### src/core/odcr_pkg.sv
// Constants, field layouts and encodings for the output divider config bank.
// Assumes a byte-wide configuration port in the same clock domain.
package odcr_pkg;

	// Register offsets on the configuration port
	localparam logic [7:0] ODCR_OUT5_DELAY_CTRL_OFS  = 8'h3C;
	localparam logic [7:0] ODCR_OUT5_DRIVER_CFG_OFS  = 8'h3D;
	localparam logic [7:0] ODCR_OUT6_DIV_UPPER_OFS   = 8'h40;
	localparam logic [7:0] ODCR_OUT6_DIV_MIDDLE_OFS  = 8'h41;
	localparam logic [7:0] ODCR_OUT6_DIV_LOWER_OFS   = 8'h42;
	localparam logic [7:0] ODCR_OUT6_SE_CFG_OFS      = 8'h43;
	localparam logic [7:0] ODCR_OUT6_DELAY_CTRL_OFS  = 8'h44;
	localparam logic [7:0] ODCR_OUT6_SUPPLY_CFG_OFS  = 8'h45;

	// Number of registers and their common reset value
	localparam int         ODCR_NUM_REGS = 8;
	localparam logic [7:0] ODCR_REG_RST  = 8'h00;
	localparam logic [7:0] ODCR_UNMAPPED = 8'h00;

	// Register indices inside the bank
	localparam logic [2:0] ODCR_IDX_OUT5_DLY = 3'h0;
	localparam logic [2:0] ODCR_IDX_OUT5_DRV = 3'h1;
	localparam logic [2:0] ODCR_IDX_DIV_UP   = 3'h2;
	localparam logic [2:0] ODCR_IDX_DIV_MID  = 3'h3;
	localparam logic [2:0] ODCR_IDX_DIV_LOW  = 3'h4;
	localparam logic [2:0] ODCR_IDX_SE_CFG   = 3'h5;
	localparam logic [2:0] ODCR_IDX_OUT6_DLY = 3'h6;
	localparam logic [2:0] ODCR_IDX_OUT6_SUP = 3'h7;

	// Field positions
	localparam int ODCR_COARSE_LSB = 0;
	localparam int ODCR_COARSE_MSB = 5;
	localparam int ODCR_FINE_LSB   = 6;
	localparam int ODCR_FINE_MSB   = 7;
	localparam int ODCR_SUPPLY_LSB = 3;
	localparam int ODCR_SUPPLY_MSB = 4;
	localparam int ODCR_DRV_LSB    = 0;
	localparam int ODCR_DRV_MSB    = 2;
	localparam int ODCR_PHASE_LSB  = 6;
	localparam int ODCR_PHASE_MSB  = 7;
	localparam int ODCR_STR_LSB    = 0;
	localparam int ODCR_STR_MSB    = 2;
	localparam int ODCR_DIVUP_MSB  = 3;

	// Widths and counts
	localparam int ODCR_DIV_W       = 20;
	localparam int ODCR_COARSE_W    = 6;
	localparam int ODCR_FINE_STEP_PS = 30;
	localparam logic [2:0] ODCR_SE_STRENGTH_REC = 3'h7;

	// Supply level codes
	typedef enum logic [1:0] {
		ODCR_VDD_1V8 = 2'h0,
		ODCR_VDD_2V5 = 2'h1,
		ODCR_VDD_3V3 = 2'h2
	} odcr_supply_t;

	// Driver standard codes
	typedef enum logic [2:0] {
		ODCR_DRV_LVDS       = 3'h0,
		ODCR_DRV_LVPECL_CM  = 3'h1,
		ODCR_DRV_CML        = 3'h2,
		ODCR_DRV_HCSL       = 3'h3,
		ODCR_DRV_LVDS_BOOST = 3'h4,
		ODCR_DRV_LVPECL_NCM = 3'h5
	} odcr_driver_t;

	// Single-ended phase routing codes
	typedef enum logic [1:0] {
		ODCR_PH_TRUE_COMP = 2'h0,
		ODCR_PH_TRUE_TRUE = 2'h1,
		ODCR_PH_COMP_COMP = 2'h2,
		ODCR_PH_COMP_TRUE = 2'h3
	} odcr_phase_t;

endpackage : odcr_pkg

### src/core/odcr_regs.sv
// Output divider configuration bank with output channel six clock path.
// Assumes a byte-wide config port from the serial front end, same clock.
module odcr_regs
	import odcr_pkg::*;
(
	input  wire logic        clock,
	input  wire logic        sys_rst,
	input  wire logic        clk_en,
	input  wire logic [7:0]  cfg_addr,
	input  wire logic [7:0]  cfg_wdata,
	input  wire logic        cfg_wr_en,
	input  wire logic        cfg_rd_en,
	output logic [7:0]       cfg_rdata,
	output logic             cfg_rd_valid,
	output logic [5:0]       out5_output_delay_coarse,
	output logic [1:0]       out5_output_delay_fine,
	output logic [1:0]       out5_supply_level_select,
	output logic [2:0]       out5_driver_standard_select,
	output logic [19:0]      out6_output_divider_value,
	output logic [5:0]       out6_output_delay_coarse,
	output logic [1:0]       out6_output_delay_fine,
	output logic [7:0]       out6_fine_delay_ps,
	output logic [1:0]       out6_supply_level_select,
	output logic [2:0]       out6_se_drive_strength,
	output logic             out6_true_clock,
	output logic             out6_complement_clock,
	output logic             out6_pos_leg_source,
	output logic             out6_neg_leg_source
);

	logic [7:0] regs_r   [ODCR_NUM_REGS];  // Register bank
	logic [7:0] regs_nxt [ODCR_NUM_REGS];
	logic [7:0] rdata_r;                   // Read data holding register
	logic [7:0] rdata_nxt;
	logic       rvalid_r;                  // Read answer strobe
	logic       rvalid_nxt;
	logic [1:0] pos_sel_r;                 // Leg routing, registered
	logic [1:0] pos_sel_nxt;
	logic       pos_r;
	logic       pos_nxt;
	logic       neg_r;
	logic       neg_nxt;
	logic       true_r;
	logic       true_nxt;
	logic       hit;                       // Address maps to bank
	logic [2:0] idx;                       // Decoded bank index
	logic [19:0] div_value;                // Assembled divider
	logic       div_clk;                   // Divided, delayed clock

	// Address decode of the eight mapped offsets
	always_comb
	begin
		hit = 1'b1;
		idx = ODCR_IDX_OUT5_DLY;
		case (cfg_addr)
			ODCR_OUT5_DELAY_CTRL_OFS: idx = ODCR_IDX_OUT5_DLY;
			ODCR_OUT5_DRIVER_CFG_OFS: idx = ODCR_IDX_OUT5_DRV;
			ODCR_OUT6_DIV_UPPER_OFS:  idx = ODCR_IDX_DIV_UP;
			ODCR_OUT6_DIV_MIDDLE_OFS: idx = ODCR_IDX_DIV_MID;
			ODCR_OUT6_DIV_LOWER_OFS:  idx = ODCR_IDX_DIV_LOW;
			ODCR_OUT6_SE_CFG_OFS:     idx = ODCR_IDX_SE_CFG;
			ODCR_OUT6_DELAY_CTRL_OFS: idx = ODCR_IDX_OUT6_DLY;
			ODCR_OUT6_SUPPLY_CFG_OFS: idx = ODCR_IDX_OUT6_SUP;
			default:                  hit = 1'b0;
		endcase
	end

	// Next values of each register: write replaces all eight bits
	genvar gi;
	generate
		for (gi = 0; gi < ODCR_NUM_REGS; gi++)
		begin : g_reg
			always_comb
			begin
				regs_nxt[gi] = regs_r[gi];
				if (cfg_wr_en && hit && (idx == 3'(gi)))
					regs_nxt[gi] = cfg_wdata;
			end

			always_ff @(posedge clock or posedge sys_rst)
			begin
				if (sys_rst)
					regs_r[gi] <= ODCR_REG_RST;
				else if (clk_en)
					regs_r[gi] <= regs_nxt[gi];
			end
		end
	endgenerate

	// Read path: one cycle latency, unmapped reads return zero
	always_comb
	begin
		rvalid_nxt = cfg_rd_en;
		rdata_nxt  = rdata_r;
		if (cfg_rd_en)
		begin
			if (hit)
				rdata_nxt = regs_r[idx];
			else
				rdata_nxt = ODCR_UNMAPPED;
		end
	end

	// Read registers
	always_ff @(posedge clock or posedge sys_rst)
	begin
		if (sys_rst)
		begin
			rdata_r  <= ODCR_REG_RST;
			rvalid_r <= 1'b0;
		end
		else if (clk_en)
		begin
			rdata_r  <= rdata_nxt;
			rvalid_r <= rvalid_nxt;
		end
	end

	assign cfg_rdata    = rdata_r;
	assign cfg_rd_valid = rvalid_r;

	// Divider assembled from three bytes
	assign div_value = {regs_r[ODCR_IDX_DIV_UP][ODCR_DIVUP_MSB:0],
		regs_r[ODCR_IDX_DIV_MID],
		regs_r[ODCR_IDX_DIV_LOW]};

	// Channel six clock generation
	odcr_divider #(
		.DIV_W (ODCR_DIV_W),
		.DLY_W (ODCR_COARSE_W)
	) u_div6 (
		.clock         (clock),
		.sys_rst       (sys_rst),
		.clk_en        (clk_en),
		.divider_value (div_value),
		.coarse_delay  (regs_r[ODCR_IDX_OUT6_DLY][ODCR_COARSE_MSB:
			ODCR_COARSE_LSB]),
		.clk_out       (div_clk)
	);

	// Single-ended leg routing from the phase field
	always_comb
	begin
		pos_sel_nxt = regs_r[ODCR_IDX_SE_CFG][ODCR_PHASE_MSB:ODCR_PHASE_LSB];
		true_nxt    = div_clk;
		case (odcr_phase_t'(pos_sel_r))
			ODCR_PH_TRUE_COMP:
			begin
				pos_nxt = true_r;
				neg_nxt = ~true_r;
			end
			ODCR_PH_TRUE_TRUE:
			begin
				pos_nxt = true_r;
				neg_nxt = true_r;
			end
			ODCR_PH_COMP_COMP:
			begin
				pos_nxt = ~true_r;
				neg_nxt = ~true_r;
			end
			ODCR_PH_COMP_TRUE:
			begin
				pos_nxt = ~true_r;
				neg_nxt = true_r;
			end
			default:
			begin
				pos_nxt = true_r;
				neg_nxt = ~true_r;
			end
		endcase
	end

	// Leg and clock registers
	always_ff @(posedge clock or posedge sys_rst)
	begin
		if (sys_rst)
		begin
			pos_sel_r <= 2'h0;
			true_r    <= 1'b0;
			pos_r     <= 1'b0;
			neg_r     <= 1'b1;
		end
		else if (clk_en)
		begin
			pos_sel_r <= pos_sel_nxt;
			true_r    <= true_nxt;
			pos_r     <= pos_nxt;
			neg_r     <= neg_nxt;
		end
	end

	assign out6_true_clock       = true_r;
	assign out6_complement_clock = ~true_r;
	assign out6_pos_leg_source   = pos_r;
	assign out6_neg_leg_source   = neg_r;

	// Configuration fields straight from the bank
	assign out5_output_delay_coarse =
		regs_r[ODCR_IDX_OUT5_DLY][ODCR_COARSE_MSB:ODCR_COARSE_LSB];
	assign out5_output_delay_fine =
		regs_r[ODCR_IDX_OUT5_DLY][ODCR_FINE_MSB:ODCR_FINE_LSB];
	assign out5_supply_level_select =
		regs_r[ODCR_IDX_OUT5_DRV][ODCR_SUPPLY_MSB:ODCR_SUPPLY_LSB];
	assign out5_driver_standard_select =
		regs_r[ODCR_IDX_OUT5_DRV][ODCR_DRV_MSB:ODCR_DRV_LSB];
	assign out6_output_divider_value = div_value;
	assign out6_output_delay_coarse =
		regs_r[ODCR_IDX_OUT6_DLY][ODCR_COARSE_MSB:ODCR_COARSE_LSB];
	assign out6_output_delay_fine =
		regs_r[ODCR_IDX_OUT6_DLY][ODCR_FINE_MSB:ODCR_FINE_LSB];
	// Fine delay in picoseconds for the analog trim
	assign out6_fine_delay_ps = 8'(out6_output_delay_fine
		* ODCR_FINE_STEP_PS);
	assign out6_supply_level_select =
		regs_r[ODCR_IDX_OUT6_SUP][ODCR_SUPPLY_MSB:ODCR_SUPPLY_LSB];
	// Strength is taken as written; software should write seven
	assign out6_se_drive_strength =
		regs_r[ODCR_IDX_SE_CFG][ODCR_STR_MSB:ODCR_STR_LSB];

endmodule : odcr_regs

### src/core/odcr_divider.sv
// Output channel divider with coarse delay line.
// Assumes the source clock is the module clock, gated by clk_en.
module odcr_divider
	import odcr_pkg::*;
#(
	parameter int DIV_W = ODCR_DIV_W,
	parameter int DLY_W = ODCR_COARSE_W
)
(
	input  wire logic             clock,
	input  wire logic             sys_rst,
	input  wire logic             clk_en,
	input  wire logic [DIV_W-1:0] divider_value,
	input  wire logic [DLY_W-1:0] coarse_delay,
	output logic                  clk_out
);

	localparam int LINE_LEN = (1 << DLY_W) - 1;

	logic [DIV_W-1:0]    count_r;     // Position within one output period
	logic [DIV_W-1:0]    count_nxt;
	logic                raw_r;       // Undelayed divided clock
	logic                raw_nxt;
	logic [LINE_LEN-1:0] line_r;      // One tap per source period
	logic [LINE_LEN-1:0] line_nxt;
	logic                out_r;       // Delayed, registered output
	logic                out_nxt;
	logic [DIV_W-1:0]    half;

	assign half = divider_value >> 1;

	// Divide, delay and select tap
	always_comb
	begin
		count_nxt = count_r;
		raw_nxt   = raw_r;
		line_nxt  = {line_r[LINE_LEN-2:0], raw_r};
		if (divider_value < DIV_W'(2))
		begin
			// Zero and one cannot divide: hold low
			count_nxt = '0;
			raw_nxt   = 1'b0;
		end
		else
		begin
			// Wrap at value minus one, even if the value shrank
			if (count_r >= divider_value - DIV_W'(1))
				count_nxt = '0;
			else
				count_nxt = count_r + DIV_W'(1);
			raw_nxt = (count_nxt < (divider_value - half));
		end
		// Tap zero is the undelayed clock
		if (coarse_delay == '0)
			out_nxt = raw_r;
		else
			out_nxt = line_r[coarse_delay - DLY_W'(1)];
	end

	// State registers, frozen by clock enable
	always_ff @(posedge clock or posedge sys_rst)
	begin
		if (sys_rst)
		begin
			count_r <= '0;
			raw_r   <= 1'b0;
			line_r  <= '0;
			out_r   <= 1'b0;
		end
		else if (clk_en)
		begin
			count_r <= count_nxt;
			raw_r   <= raw_nxt;
			line_r  <= line_nxt;
			out_r   <= out_nxt;
		end
	end

	assign clk_out = out_r;

endmodule : odcr_divider

### config.mk
export PLATFORM = sky130hd
export DESIGN_NAME = odcr_regs
export DESIGN_NICKNAME = d
export VERILOG_FILES = /design/src/core/odcr_pkg.sv /design/src/core/odcr_regs.sv /design/src/core/odcr_divider.sv
export SDC_FILE = /design/constraint.sdc
export NUM_CORES = 1
export LEC_CHECK = 0
export BUFFER_PORTS_ARGS = -buffer_cell sky130_fd_sc_hd__buf_2
export CAP_MARGIN = 20
export CORE_ASPECT_RATIO = 0.5
export CORE_MARGIN = 5
export CORE_UTILIZATION = 54
export DETAILED_ROUTE_END_ITERATION = 12
export GPL_TIMING_DRIVEN = 0
export HOLD_SLACK_MARGIN = 0.03
export PLACE_DENSITY = 0.76
export SLEW_MARGIN = 15
export SYNTH_ARGS = -nofsm -noshare
export SYNTH_HDL_FRONTEND = slang
export SYNTH_SLANG_ARGS = --single-unit
### constraint.sdc
create_clock -name clock -period 5.6 [get_ports clock]
set_clock_uncertainty 0.05 [all_clocks]
set_input_delay 0.56 -clock clock [delete_from_list [all_inputs] [get_ports clock]]
set_output_delay 0.56 -clock clock [all_outputs]
set_load 0.02 [all_outputs]
======== Yosys cells after proc, flatten, opt, wreduce, memory -nomap -nowiden ========
Cells that the tools add are included.
storage, ports and cells
  flip-flop bits (word level) ............. 163
  bits in latches ......................... 0
  RAM bits ................................ 0
  bits in read-only memories .............. 0
  input port bits ......................... 21
  word-level logic and storage cells ...... 89
  memories ................................ 0
cells by class
  add/sub/neg operators ................... 4
  $mul .................................... 1
  div/mod/pow operators ................... 0
  order comparisons ....................... 5
  equal/unequal tests ..................... 18
  shift operators ......................... 0
  mux-type cells .......................... 15
  bitwise operators ....................... 2
  reduce and logical (&&, ||, !) cells .... 26
operators with widths
  operator                                              number
  two-way mux 20 bit                                    3
  equality test 8 x 7 -> 1 bit (second input constant)  6
  binary-select mux 8 bit (select 3 bit)                1
  two-way mux 8 bit                                     3
  case mux 3 bit (7 select lines)                       1
  adder 20 x 1 -> 20 bit (second input constant)        1
  >= comparator 20 bit                                  1
  < comparator 20 x 2 -> 1 bit (second input constant)  1
  < comparator 20 bit                                   1
  subtractor 20 x 1 -> 20 bit (second input constant)   1
  subtractor 20 x 19 -> 20 bit                          1
  AND reduction 2 bit                                   9
  equality test 8 x 6 -> 1 bit (second input constant)  2
  equality test 3 bit (second input constant)           4
  logical AND 1 bit                                     9
  OR reduction 2 bit                                    4
  OR reduction 8 bit                                    1
  < comparator 6 x 7 -> 1 bit (second input constant)   1
  binary-select mux 1 bit (select 6 bit)                1
  equality test 3 x 2 -> 1 bit (second input constant)  2
  logical NOT 6 bit                                     1
  multiplier 2 x 4 -> 6 bit (second input constant)     1
  subtractor 6 x 1 -> 6 bit (second input constant)     1
  equality test 2 bit (second input constant)           2
  9 further kinds                                       13

======== Depth between registers and ports, before layout ========
  depth in word-level cells ............... 7
  mapped depth ............................ 25

======== By module ========
A second synthesis with hierarchy kept.
unflattened totals
  cells, all modules ...................... 982
  area total of the unflattened synthesis .. 10,859.2 µm²
by module, submodules not included
  module        instances  cells each  area an instance (µm²)  sequential area each (µm²)
  odcr_divider  1          659         6,761.5                 2,127.0
  odcr_regs     1          323         4,097.7                 1,953.1

======== Worst setup path before layout ========
Ideal clock, no wire load.
  path type ............................... reg-to-reg
  from .................................... reg regs_r (netlist bit out6_output_divider_value[2])
  to ...................................... reg u_div6.raw_r
  setup time .............................. 0.077 ns
  arrival time ............................ 5.158 ns
  data required time ...................... 5.473 ns
  slack ................................... 0.314 ns
  stages on the path, launching flop included .. 26
  cell sequence ........................... dfrtp_1 > inv_1 > ha_1 > a21boi_0 > o21ai_0 > a21boi_0 > o211a_1 > and4_1 > nand2_1 > xnor2_1 > ha_1 > nand4_1 > or3_1 > nor2_1 > a211o_1 > clkbuf_1 > clkbuf_1 > nor2_1 > ha_1 > a21o_1 > a21o_1 > a21oi_1 > nor2_1 > a2111oi_0 > o22ai_1 > a21oi_1
between the ends
  word-level cells in the longest chain between the ends .. 6
  elaborated cells on any way between the ends .. 8
  those cells by class .................... add/sub: 2; order compare: 3; mux: 3
RTL lines
  item                             RTL line            text
  start, declared                  odcr_regs.sv:31     logic [7:0] regs_r [ODCR_NUM_REGS];
  start signal, assigned by index  odcr_regs.sv:85     regs_r[gi] <= regs_nxt[gi];
  subtractor 20 x 1 -> 20 bit      odcr_divider.sv:47  if (count_r >= divider_value - DIV_W'(1))
  >= comparator 20 bit             odcr_divider.sv:47
  two-way mux 20 bit               odcr_divider.sv:47
  two-way mux 20 bit               odcr_divider.sv:38  if (divider_value < DIV_W'(2))
  < comparator 20 bit              odcr_divider.sv:51  raw_nxt = (count_nxt < (divider_value - half));
  two-way mux 1 bit *              odcr_divider.sv:38
  end signal, assigned             odcr_divider.sv:73  raw_r <= raw_nxt;
  end, declared                    odcr_divider.sv:22  logic raw_r;
Every way passes the cells marked *; elsewhere a longest branch is shown, timed or not. The select of a mux whose other input is x is not followed.
A chain may end at the register's enable or synchronous reset.

======== Final worst setup path ========
Ends and elaborated chain as after synthesis.

==> results by group <==
Route
  – Final wirelength: 26670 um
  – Antenna-violating nets left: 0
  – Via density: 5.867
  – WL/cell: 18.89 um
  – Vias post-DR: 8284
  – First-pass iteration count of the detailed router: 5
  – DRC: 0
  – Number of DRC markers in iteration 0: 726

Placement
  – GPL Wtd Cong: 0.9616
  – Dpl ws: -1098 ps
  – DP HPWL: 19600 um
  – Port bufs: 83

Final layout
  – Nets: 1244
  – Share of post-route cells with drive strength above 1: 30.19%
  – Final Util: 62.63%
  – Area growth from synthesis to layout: 13.37%
  – Antenna cells: 0

Timing
  – Worst rel slew slack: 45.83%
  – Final cycle utilization of the critical path: 94.28%
  – Number of setup violations in the final report: 0
  – Unrepaired setup endpoints after global routing: false
  – Fin worst setup slack: 320.1 ps
  – Final Max Slew Viols: 0
  – Max Fclk: 0.1894 GHz
  – Final hold vios: 0
  – Min Clock Period, post-route: 5280 ps
  – Slew @ Worst Pin: 812.6 ps

Clock network
  – Clk slew on worst S/H paths: 70 ps
  – H-tree depth: 4
  – CTS Hold Bufs: 0
  – CTS tree: yes
  – Root buffer cell: clkbuf_16
  – Clk_lat worst skew: 440 ps
  – CTS buffer count: 17
  – Clock sinks: 163
  – Clock buffer depth: 2

Setup path
  – Critical path buffers and inverters: 3
  – Worst-path fanout max: 10
  – Crit start category: register
  – Slowest cell on crit path: dfrtp_2
  – Worst Setup Path Type: register to register
  – Crit path DAT: 5580 ps
  – Cell family with most CP delay: compound AO/OA/AOI/OAI gates
  – Critical path endpoint category: register
  – Worst endpoint required time: 5900 ps
  – Max stage delay on crit path: 470 ps
  – Most frequent CP cell: a21o_1

Die
  – Core Area: 0.01959 mm2
  – Die H: 110.1 um
  – IO Count: 88
  – Initial Utilization: 55.24%
  – Row count: 36
  – Die area: 0.02315 mm2
  – Die X: 210.2 um

Outcome
  – Status: finished, final reports clean

Yosys
  – Post-synthesis mux area share: 17.80%
  – Post-synthesis xor/xnor area fraction: 4.774%
  – Largest family of logic cells by synthesized area: multiplexers
  – Simple-Gate Fraction of Synth Area: 10.82%
  – Synth Area in Adders: 10.47%
  – Ys flop type: dfrtp_1
  – Register area share after synthesis: 37.70%
  – Compound-Gate Fraction of Synth Area: 11.24%
  – Syn Std Cell Area: 0.01082 mm2
  – Mapped Cells: 1027
  – Mapped Avg Cell Area: 10.54 um2
  – EDFF count, synth: 0
  – Seq cells post-synth: 163
  – Netlist cell types: 66
  – Ys Warns: 0
  – FFs w/ async S/R, synth: 100.0%

Power and ir drop
  – Worst VDD drop: 0.2541 mV
  – Leak: 6.166 nW
  – Cell Pwr Density: 283.7 mW/mm2

GRT
  – Initial antenna violation count: 0
  – Largest net degree at the start of global routing: 106
  – Total gr overflow: 0
  – Overall routing resource usage: 23.37%
  – Vias in the first global route: 8337
  – First-pass GRT wire length: 42900 um

Job
  – Maxcap violations: 0

Min path
  – Hold Path Class: input port to async pin
## registers in the layout, indices dropped and copies added, names as in the netlist, 6 cells and up
register	flops
u_div6.line_r	63
out6_output_divider_value	20
u_div6.count_r	20
regs_r	16
cfg_rdata	8
out5_output_delay_coarse	6
out6_output_delay_coarse	6
## per-layer routing
layer	track usage (%)	share of wire (%)	vias up	routed length, um
met3	4.326	5.1	66	1362
met1	29.04	42	4069	11230
met5	0	0	-	0
li1	-	-	3858	-
met2	41.71	50	291	13290
met4	8.097	3.0	0	787
## timing repair
item	in CTS	in global routing
resized for setup	15	6
setup buffers	1	1
endpoints found under the setup margin	1	1
pin swaps	1	2
## per-stage QoR
| step | hold slack, ps | cells | cell area, um2 | power, W | TNS, ps |
|---|---|---|---|---|---|
| global route | 132.6 | 1412 | 12270 | 0.003646 | 0 |
| detailed placement | 411.6 | 1378 | 11610 | 0.002254 | -1098 |
| finish | 104.8 | 1412 | 12270 | 0.003481 | 0 |
| CTS | 117.1 | 1411 | 12260 | 0.003488 | 0 |
| floorplan | 404.0 | 1028 | 10830 | 0.002027 | 0 |
| global placement | 416.4 | 1377 | 11580 | 0.002208 | -183690 |
## where the power goes
part	internal [W]	total, W	switching (W)
combinational	0.000392	0.000821	0.000428
sequential	0.00131	0.00143	0.000120
clock	0.000700	0.00123	0.000534
total	0.00240	0.00348	0.00108
## placed cells by master, fill, tap and decap left out, types with 11 or more instances in the layout
cell type,synthesis,routed
a21o_1,27,27
a21oi_1,44,44
buf_2,5,88
buf_4,50,52
clkbuf_1,30,27
clkbuf_16,0,17
dfrtp_1,162,160
ha_1,89,89
inv_1,60,57
mux2_2,120,120
mux4_2,18,18
nand2_1,46,46
nand3_1,23,23
nand4_1,16,16
nor2_1,64,64
nor2b_1,11,11
nor3_1,11,11
nor4_1,16,16
o21ai_0,38,37
o221ai_1,11,11
o31ai_1,21,21
xnor2_1,49,49
## cells in the mapped netlist, drive strengths merged (21+ instances only)
library cell | n | area (um2)
a21o | 27 | 202.7
a21oi | 45 | 229.0
buf | 61 | 437.9
clkbuf | 30 | 112.6
dfrtp | 162 | 4054
ha | 89 | 1114
inv | 60 | 225.2
mux2 | 128 | 1471
nand2 | 47 | 178.9
nand3 | 23 | 115.1
nor2 | 64 | 240.2
o21ai | 38 | 190.2
o31ai | 21 | 157.7
xnor2 | 49 | 429.2
## path summary, 6_finish.rpt
kind                                              start        endpoint  slack [ps]  depth (start not counted)
hold / removal                                  sys_rst    u_div6.raw_r         100                          2
max in group asynchronous                       sys_rst  u_div6.clk_out        4520                          3
hold reg to reg                            cfg_rdata[4]    cfg_rdata[4]         430                          2
min in group clock                         cfg_rdata[4]    cfg_rdata[4]         430                          2
setup reg to reg           out6_output_divider_value[2]    u_div6.raw_r         320                         25
setup / recovery           out6_output_divider_value[2]    u_div6.raw_r         320                         25
## cell families after synthesis
| group | after synthesis |
|---|---|
| AO/OA/AOI/OAI | 182 |
| buffers and inverters | 151 |
| other | 1 |
| flip-flops | 163 |
| adder cells (fa/ha/maj) | 90 |
| AND/OR/NAND/NOR | 230 |
| multiplexers | 151 |
| XOR/XNOR | 59 |
## area by class of cell
| class | count | area (um2) |
|---|---|---|
| Multi-Input combinational cell | 714 | 5986 |
| Timing Repair Buffer | 86 | 457.9 |
| Sequential cell | 163 | 4083 |
| Clock buffer | 19 | 452.9 |
| Fill cell | 1576 | 7322 |
| Buffer | 91 | 565.5 |
| Clock inverter | 13 | 161.4 |
| Inverter | 60 | 232.7 |
| Tap cell | 266 | 332.8 |
(Power assumes the default switching activity.)
